## src/shared/reset_guard_defs.vh

```
`ifndef RESET_GUARD_DEFS_VH
`define RESET_GUARD_DEFS_VH

// wake-up clock count after oscillator is good
`define WAKE_COUNT          16'h1000
// boot fetch address
`define BOOT_VECTOR_ADDR    32'h0000_0000
// default length of the comparator level filter
`define LEVEL_FILTER_CYCLES 8'h10

// guard level pattern words in the dedicated flash word
`define GUARD_ONE_PATTERN   32'h1234_5678
`define GUARD_TWO_PATTERN   32'h8765_4321
`define GUARD_THREE_PATTERN 32'h4321_8765

// guard level codes
`define GUARD_LVL_NONE      2'h0
`define GUARD_LVL_ONE       2'h1
`define GUARD_LVL_TWO       2'h2
`define GUARD_LVL_THREE     2'h3

// loader command classes
`define LOADER_CMD_READ     3'h0
`define LOADER_CMD_WRITE    3'h1
`define LOADER_CMD_ERASE    3'h2
`define LOADER_CMD_ERASEALL 3'h3
`define LOADER_CMD_GO       3'h4
`define LOADER_CMD_INFO     3'h5

`endif

```

## src/verilog/reset_brownout_protect_ctrl.v

```verilog
// How it works
// - four sources can raise chip reset
// - hold reset until pin, oscillator, count, flash
// - fetch starts at address zero after release
// - registers hold reset values at release
// - first supply threshold raises interrupt request
// - interrupt gated by enable, status always readable
// - second threshold forces reset, flash writes blocked
// - supply-drop reset held, power-on covers below
// - both thresholds filtered, second-threshold reset taken unfiltered
// - guard level from flash pattern; app calls free
// - level one: no debug, loader spares sector 0
// - level two: no debug, erase-all then update
// - level three: no debug, no loader, no override
`timescale 1ns/1ns
`default_nettype none
`include "reset_guard_defs.vh"

module reset_brownout_protect_ctrl #(
  parameter [15:0] WAKE_CYCLES   = `WAKE_COUNT,
  parameter [7:0]  FILTER_CYCLES = `LEVEL_FILTER_CYCLES
) (
  input  wire        clk,
  input  wire        reset,
  input  wire        resetPinN,
  input  wire        watchdogReset,
  input  wire        powerOnReset,
  input  wire        supplyBelowFirst,
  input  wire        supplyBelowSecond,
  input  wire        oscReady,
  input  wire        flashInitDone,
  input  wire [31:0] guardWord,
  input  wire        guardWordValid,
  input  wire        dropIrqEnable,
  input  wire        debugRequest,
  input  wire        loaderCmdValid,
  input  wire [2:0]  loaderCmd,
  input  wire [4:0]  loaderSector,
  input  wire        forceLoaderPin,
  input  wire        appFlashCall,
  output wire        chipResetN,
  output reg         sysResetN,
  output reg  [31:0] bootFetchAddr,
  output reg         flashInitStart,
  output reg         dropIrq,
  output reg         dropStatus,
  output reg  [3:0]  resetCause,
  output reg         flashWriteBlock,
  output reg  [1:0]  guardLevel,
  output reg         debugEnable,
  output wire        loaderCmdAccept,
  output wire        loaderCmdReject,
  output reg         loaderEntry,
  output reg         appFlashAllowed
);

  localparam [3:0] ST_HOLD  = 4'b0001;
  localparam [3:0] ST_COUNT = 4'b0010;
  localparam [3:0] ST_FLASH = 4'b0100;
  localparam [3:0] ST_RUN   = 4'b1000;

  // decodes the flash guard word into a level
  function [1:0] guardDecode;
    input [31:0] word;
    begin
      case (word)
        `GUARD_ONE_PATTERN:   guardDecode = `GUARD_LVL_ONE;
        `GUARD_TWO_PATTERN:   guardDecode = `GUARD_LVL_TWO;
        `GUARD_THREE_PATTERN: guardDecode = `GUARD_LVL_THREE;
        default:              guardDecode = `GUARD_LVL_NONE;
      endcase
    end
  endfunction

  wire dropFirst;
  wire dropSecond;

  level_filter #(.FILTER_CYCLES(FILTER_CYCLES)) firstFilter (
    .clk      (clk),
    .reset    (reset),
    .levelIn  (supplyBelowFirst),
    .levelOut (dropFirst)
  );

  level_filter #(.FILTER_CYCLES(FILTER_CYCLES)) secondFilter (
    .clk      (clk),
    .reset    (reset),
    .levelIn  (supplyBelowSecond),
    .levelOut (dropSecond)
  );

  // async OR of sources
  // the second-threshold level reaches the merge directly so a dying supply needs no clock
  assign chipResetN = ~(reset | ~resetPinN | watchdogReset | powerOnReset
                        | supplyBelowSecond);

  // release of the merged reset passes two flops
  reg relSync1_q;
  reg relSync2_q;
  always @(posedge clk or negedge chipResetN) begin
    if (!chipResetN) begin
      relSync1_q <= 1'b0;
      relSync2_q <= 1'b0;
    end else begin
      relSync1_q <= 1'b1;
      relSync2_q <= relSync1_q;
    end
  end

  // pin and status inputs synchronised
  reg pinS1_q, pinS2_q, oscS1_q, oscS2_q, flS1_q, flS2_q;
  reg forceS1_q, forceS2_q;
  always @(posedge clk or posedge reset) begin
    if (reset) begin
      pinS1_q   <= 1'b1; // idle level, no false pin cause
      pinS2_q   <= 1'b1;
      oscS1_q   <= 1'b0;
      oscS2_q   <= 1'b0;
      flS1_q    <= 1'b0;
      flS2_q    <= 1'b0;
      forceS1_q <= 1'b0;
      forceS2_q <= 1'b0;
    end else begin
      pinS1_q   <= resetPinN;
      pinS2_q   <= pinS1_q;
      oscS1_q   <= oscReady;
      oscS2_q   <= oscS1_q;
      flS1_q    <= flashInitDone;
      flS2_q    <= flS1_q;
      forceS1_q <= forceLoaderPin;
      forceS2_q <= forceS1_q;
    end
  end

  reg [3:0]  state_q;
  reg [15:0] wake_q;

  always @(posedge clk or negedge relSync2_q) begin
    if (!relSync2_q) begin
      state_q        <= ST_HOLD;
      wake_q         <= 16'h0000;
      flashInitStart <= 1'b0;
      sysResetN      <= 1'b0;
      bootFetchAddr  <= `BOOT_VECTOR_ADDR;
    end else begin
      case (state_q)
        ST_HOLD: begin
          wake_q <= 16'h0000;
          if (pinS2_q && oscS2_q) begin
            state_q <= ST_COUNT;
          end
        end
        ST_COUNT: begin
          if (!pinS2_q || !oscS2_q) begin
            state_q <= ST_HOLD;
          end else if (wake_q >= WAKE_CYCLES - 16'h0001) begin
            state_q        <= ST_FLASH;
            flashInitStart <= 1'b1;
          end else begin
            wake_q <= wake_q + 16'h0001;
          end
        end
        ST_FLASH: begin
          flashInitStart <= 1'b0;
          if (flS2_q) begin
            state_q   <= ST_RUN;
            sysResetN <= 1'b1;
          end
        end
        ST_RUN: begin
          bootFetchAddr <= `BOOT_VECTOR_ADDR;
          sysResetN     <= 1'b1;
        end
        default: begin
          state_q <= ST_HOLD;
        end
      endcase
    end
  end

  // cause capture: sticky flags survive the reset they report
  reg wdS1_q, wdS2_q, porS1_q, porS2_q;
  always @(posedge clk or posedge reset) begin
    if (reset) begin
      wdS1_q     <= 1'b0;
      wdS2_q     <= 1'b0;
      porS1_q    <= 1'b0;
      porS2_q    <= 1'b0;
      resetCause <= 4'h0;
    end else begin
      wdS1_q  <= watchdogReset;
      wdS2_q  <= wdS1_q;
      porS1_q <= powerOnReset;
      porS2_q <= porS1_q;
      if (porS2_q) begin
        resetCause <= 4'h1;
      end else begin
        resetCause <= resetCause | {dropSecond, wdS2_q, ~pinS2_q, 1'b0};
      end
    end
  end

  // state below cleared by the held reset
  always @(posedge clk or negedge relSync2_q) begin
    if (!relSync2_q) begin
      dropIrq         <= 1'b0;
      dropStatus      <= 1'b0;
      flashWriteBlock <= 1'b1;
      guardLevel      <= `GUARD_LVL_THREE;
      debugEnable     <= 1'b0;
      loaderEntry     <= 1'b0;
      appFlashAllowed <= 1'b0;
    end else begin
      dropStatus <= dropFirst;
      dropIrq    <= dropFirst & dropIrqEnable;
      // flash write block on deep drop
      flashWriteBlock <= dropSecond | ~sysResetN;
      if (guardWordValid && state_q == ST_FLASH && flS2_q) begin
        guardLevel <= guardDecode(guardWord);
      end
      debugEnable <= sysResetN && (guardLevel == `GUARD_LVL_NONE);
      // override pin ignored at level three
      loaderEntry <= sysResetN && forceS2_q && (guardLevel != `GUARD_LVL_THREE);
      appFlashAllowed <= sysResetN & appFlashCall & ~dropSecond;
    end
  end

  reg cmdOk;
  always @* begin
    cmdOk = 1'b0;
    case (guardLevel)
      `GUARD_LVL_NONE: cmdOk = 1'b1;
      `GUARD_LVL_ONE: cmdOk = (loaderCmd == `LOADER_CMD_ERASEALL)
                            || (loaderCmd == `LOADER_CMD_GO)
                            || (loaderCmd == `LOADER_CMD_INFO)
                            || (((loaderCmd == `LOADER_CMD_WRITE)
                                 || (loaderCmd == `LOADER_CMD_ERASE))
                                && (loaderSector != 5'h00));
      `GUARD_LVL_TWO: cmdOk = (loaderCmd == `LOADER_CMD_ERASEALL)
                            || (loaderCmd == `LOADER_CMD_WRITE)
                            || (loaderCmd == `LOADER_CMD_INFO);
      `GUARD_LVL_THREE: cmdOk = 1'b0;
      default: cmdOk = 1'b0;
    endcase
  end

  reg erased_q;
  always @(posedge clk or negedge relSync2_q) begin
    if (!relSync2_q) begin
      erased_q <= 1'b0;
    end else if (loaderCmdValid && cmdOk && loaderCmd == `LOADER_CMD_ERASEALL) begin
      erased_q <= 1'b1;
    end
  end

  wire needErase = (guardLevel == `GUARD_LVL_TWO) && (loaderCmd == `LOADER_CMD_WRITE);
  wire cmdPass   = cmdOk && (!needErase || erased_q) && sysResetN && !dropSecond;

  assign loaderCmdAccept = loaderCmdValid & cmdPass;
  assign loaderCmdReject = loaderCmdValid & ~cmdPass;

endmodule // reset_brownout_protect_ctrl

`default_nettype wire

```

## src/verilog/level_filter.v

```verilog
`timescale 1ns/1ns
`default_nettype none
`include "reset_guard_defs.vh"

// synchronises a comparator level and holds it until it has been stable
module level_filter #(
  parameter [7:0] FILTER_CYCLES = `LEVEL_FILTER_CYCLES
) (
  input  wire clk,
  input  wire reset,
  input  wire levelIn,
  output reg  levelOut
);

  reg       sync1_q;
  reg       sync2_q;
  reg [7:0] count_q;

  always @(posedge clk or posedge reset) begin
    if (reset) begin
      sync1_q  <= 1'b0;
      sync2_q  <= 1'b0;
      count_q  <= 8'h00;
      levelOut <= 1'b0;
    end else begin
      sync1_q <= levelIn;
      sync2_q <= sync1_q;
      if (sync2_q == levelOut) begin
        count_q <= 8'h00;
      end else if (count_q >= FILTER_CYCLES - 8'h01) begin
        count_q  <= 8'h00;
        levelOut <= sync2_q;
      end else begin
        count_q <= count_q + 8'h01;
      end
    end
  end

endmodule // level_filter

`default_nettype wire

```

## config.mk

```make
export PLATFORM = sky130hd
export DESIGN_NAME = reset_brownout_protect_ctrl
export DESIGN_NICKNAME = d
export VERILOG_FILES = /design/src/verilog/reset_brownout_protect_ctrl.v /design/src/verilog/level_filter.v
export VERILOG_INCLUDE_DIRS = /design/src /design/src/shared
export SDC_FILE = /design/constraint.sdc
export NUM_CORES = 1
export LEC_CHECK = 0
export BUFFER_PORTS_ARGS = -buffer_cell sky130_fd_sc_hd__buf_4
export CAP_MARGIN = 25
export CORE_MARGIN = 2
export CORE_UTILIZATION = 50
export DETAILED_ROUTE_END_ITERATION = 10
export GPL_ROUTABILITY_DRIVEN = 0
export PLACE_DENSITY = 0.79
export SLEW_MARGIN = 20
export SYNTH_ARGS = -nofsm -noshare
export SYNTH_HDL_FRONTEND = slang
export SYNTH_SLANG_ARGS = --single-unit
export TNS_END_PERCENT = 50
```

## constraint.sdc

```tcl
create_clock -name clk -period 1.6 [get_ports clk]
set_input_delay 0.08 -clock clk [delete_from_list [all_inputs] [get_ports clk]]
set_output_delay 0.08 -clock clk [all_outputs]
set_load 0.01 [all_outputs]
```

==> results.md <==
- Cell total after placement: 468
- Post-route DRC violation count: 0
- Area share of the largest cell type after synthesis: 0.502
- Failing checks: negative setup slack
- Comb pwr share: 0.226
- Fraction of registers with async set/reset: 1.00
- Vias in the first global route: 2596
- Pre-CTS setup slack: -0.232 ns
- Row cnt: 29
- Yosys top cell by area: dfrtp_1
- Max cap viols: 0
- Tot Pwr: between 0.004 and 0.005 W
- First-pass GRT wire length: around 12 mm
- Kind of critical path: reg2reg
- Layout cell share with drive strength beyond 1: 0.363
- Slowest cell on crit path: or4_1
- Clock Tree Buf Depth: 2
- Final WL: 7.53 mm
- Port-buffer cells: 70
- Clock-pin slew on the worst setup and hold paths: approximately 0.08 ns
- Fin Setup TNS: -1.58 ns
- DR vias: ~2600
- Hpwl dp: 4.91 mm
- Crit path DAT: roughly 2.1 ns
- Initial antenna violation count: 0
- Top cells by area, synth: dfrtp_1, buf_4, dfstp_2, or4_1, nor2_1
- Final hold vios: 0
- Initial core utilization: 0.513
- Setup violators final: 12
- Synthesized flop and latch total: 71
- Average size of a mapped cell: 11.1 um^2
- DRT Pass-1 Iters: 4
- Most used DFF post-synth: dfrtp_1
- Req. time, crit path: around 1.9 ns
- Worst Skew: between 0.01 and 0.015 ns
- Number of diodes: 0
- VDD IR max: 1.07 mV
- CP max FO: 8
- Critical Path Max Stage Delay: ~0.48 ns
- Post-synthesis sequential area ratio: 0.551
- Clock latency on the worst-skew pair: 0.35 ns
- Clock sink count: 71
- GRT Resource Usage Total: 0.217
- Type of origin of the critical path: flip-flop
- Finished Layout Cells: 504
- Crit end category: flip-flop
- Clock network power share: 0.322
- Worst Hold Class: in2reg
- Die height: 84.5 um
- Synth unique cells: 52
- Post-synth EDFFs: 0
- Area grow syn2layout: 38.5%
- Die ar.: approximately 7100 um^2
- Fmax achieved: between 0.5 and 0.6 GHz
- ANT nets after route: 0
- Synthesized area: 3240 um^2
- Root Driver: clkbuf_8
- Post-route setup slack: -0.210 ns
- DIE WIDTH: 84.5 um
- Critical path's top delay family: simple AND/OR/NAND/NOR gates
- Synth warn: 0
- Final min period: 1.81 ns
- Switching share of power: 0.290
- Final net count: 480
- Slew Viols, Final: 0
- TritonCTS Buffers: 9
- DR vias/cell: a little over 5
- Detailed Route Iter0 Violations: 119
- Switch Pwr: 0.00131 W
- Total core area: 6310 um^2
- GR Overflow Total: 0
- Outcome: complete, but fails checks
- WL per Instance: 14.9 um
- TritonCTS clock tree: done
- RSZ-0062 raised after global routing: yes
- Largest net degree at the start of global routing: 39
- Filler cell count: 449
- Pwr/cell area: 1010 nW/um^2
- Cell leakage power: 2.12 nW
- Gate Count Post-Synth: 292
- Internal Power: 0.00321 W
- Critical path, cell by cell: nor4b_4 > nand4_1 > buf_6 > or4_1 > a21oi_1
- Post-route clock period utilization: 1.13
- Worst Path Buf+Inv: 1
- Ports: between 100 and 150
- CTS H-tree depth: 3
- Flop pwr share: 0.451
tightest hold or removal path, stage by stage:
cell and delay, ns:
buf_4 0.12, nand4b_1 0.08, o21bai_1 0.06
cell type report:
class / count / area (um^2) / area share
sequential: 71 / 1780 / 0.398
multi-input combinational: 210 / 1430 / 0.319
timing repair buffer: 119 / 927 / 0.207
clock buffer: 10 / 138 / 0.0307
tap: 77 / 96.3 / 0.0215
clock inverter: 6 / 68.8 / 0.0153
inverter: 11 / 43.8 / 0.00976
layout by cell type, fill, tap and decap left out, types with 4 or more instances in the layout:
| master | instances |
|---|---|
| inv_1 | 10 |
| conb_1 | 41 |
| xor2_1 | 4 |
| nand4_1 | 6 |
| nand2_1 | 16 |
| buf_4 | 106 |
| or4bb_1 | 4 |
| or4_1 | 8 |
| nor2b_1 | 9 |
| nand3_1 | 10 |
| and3_1 | 5 |
| a21oi_1 | 11 |
| nor3_1 | 4 |
| o31ai_1 | 6 |
| nor2_1 | 17 |
| dfstp_2 | 6 |
| nor4_1 | 5 |
| dfrtp_1 | 65 |
| clkbuf_8 | 10 |
| dlygate4sd3_1 | 12 |
metrics by stage:
| step | util | hold slack (ns) | cell area (um^2) |
|---|---|---|---|
| floorplan | - | 0.0845 | 3390 |
| global placement | 0.626 | 0.191 | 3950 |
| detailed placement | 0.626 | 0.190 | 3950 |
| CTS | 0.700 | 0.00893 | 4420 |
| global route | 0.711 | 0.0305 | 4490 |
| finish | 0.711 | 0.0224 | 4490 |
path summary, 6_finish.rpt:
check	startpoint	endpoint	slack, ns	cells past startpoint
max	state_q[3]	wake_q[8]	-0.21	5
min	loaderCmdValid	erased_q	0.02	3
max reg2reg	state_q[3]	wake_q[8]	-0.21	5
min reg2reg	relSync2_q	appFlashAllowed	0.26	1
max in group asynchronous	watchdogReset	relSync2_q	0.82	5
min in group asynchronous	relSync2_q	appFlashAllowed	0.26	1
state kept, by name, indices dropped and copies added (netlist names), 2 cells and up:
register / count
wake_q: 16
firstFilter.count_q: 8
secondFilter.count_q: 8
resetCause: 4
state_q: 4
guardLevel: 2
power groups by stage:
stage                     Combinational, W  Clock, W  Sequential (W)
after global routing               0.00112   0.00157         0.00206
after CTS                         0.000969   0.00148         0.00204
after floorplan                   0.000554         0         0.00208
after global placement            0.000885         0         0.00205
final                              0.00102   0.00146         0.00204
after detailed placement          0.000904         0         0.00206
what timing repair did:
action	CTS	global route
endpoints found under the setup margin	16	15
gates resized for setup	18	11
hold buffers	12	0
cloned	0	1
setup buffers	7	0
pin swaps	6	4
endpoints found under the hold margin	47	0
logic make-up (layout without fill, tap and decap cells):
family,Yosys count,in the layout,share of synthesized area
flops,71,71,0.551
xor+xnor,6,6,0.0162
other cells,2,41,0.00232
fa+ha+maj,3,3,0.0116
simple gates,115,116,0.222
buf+inv,51,146,0.100
compound gates,39,39,0.0803
mux,5,5,0.0162
cells in the mapped netlist, types with 5 or more instances:
master   number
inv_1        11
nand3_1      10
a21oi_1      12
buf_2         5
dfrtp_1      65
nor2b_1       9
nor2_1       17
or4_1         9
nand4_1       6
buf_4        32
dfstp_2       6
nand2_1      16
o31ai_1       7
and3_1        6
nor4_1        5
layer usage:
| metal | up-vias | GRT usage | routed length, um | share of wire |
|---|---|---|---|---|
| met4 | 0 | 0.0823 | 123 | 0.016 |
| li1 | 1236 | - | - | - |
| met3 | 13 | 0.0570 | 394 | 0.052 |
| met2 | 84 | 0.374 | 4180 | 0.56 |
| met5 | - | 0 | 0 | 0 |
| met1 | 1234 | 0.261 | 2830 | 0.38 |
Power figures use the tool's default switching activity.
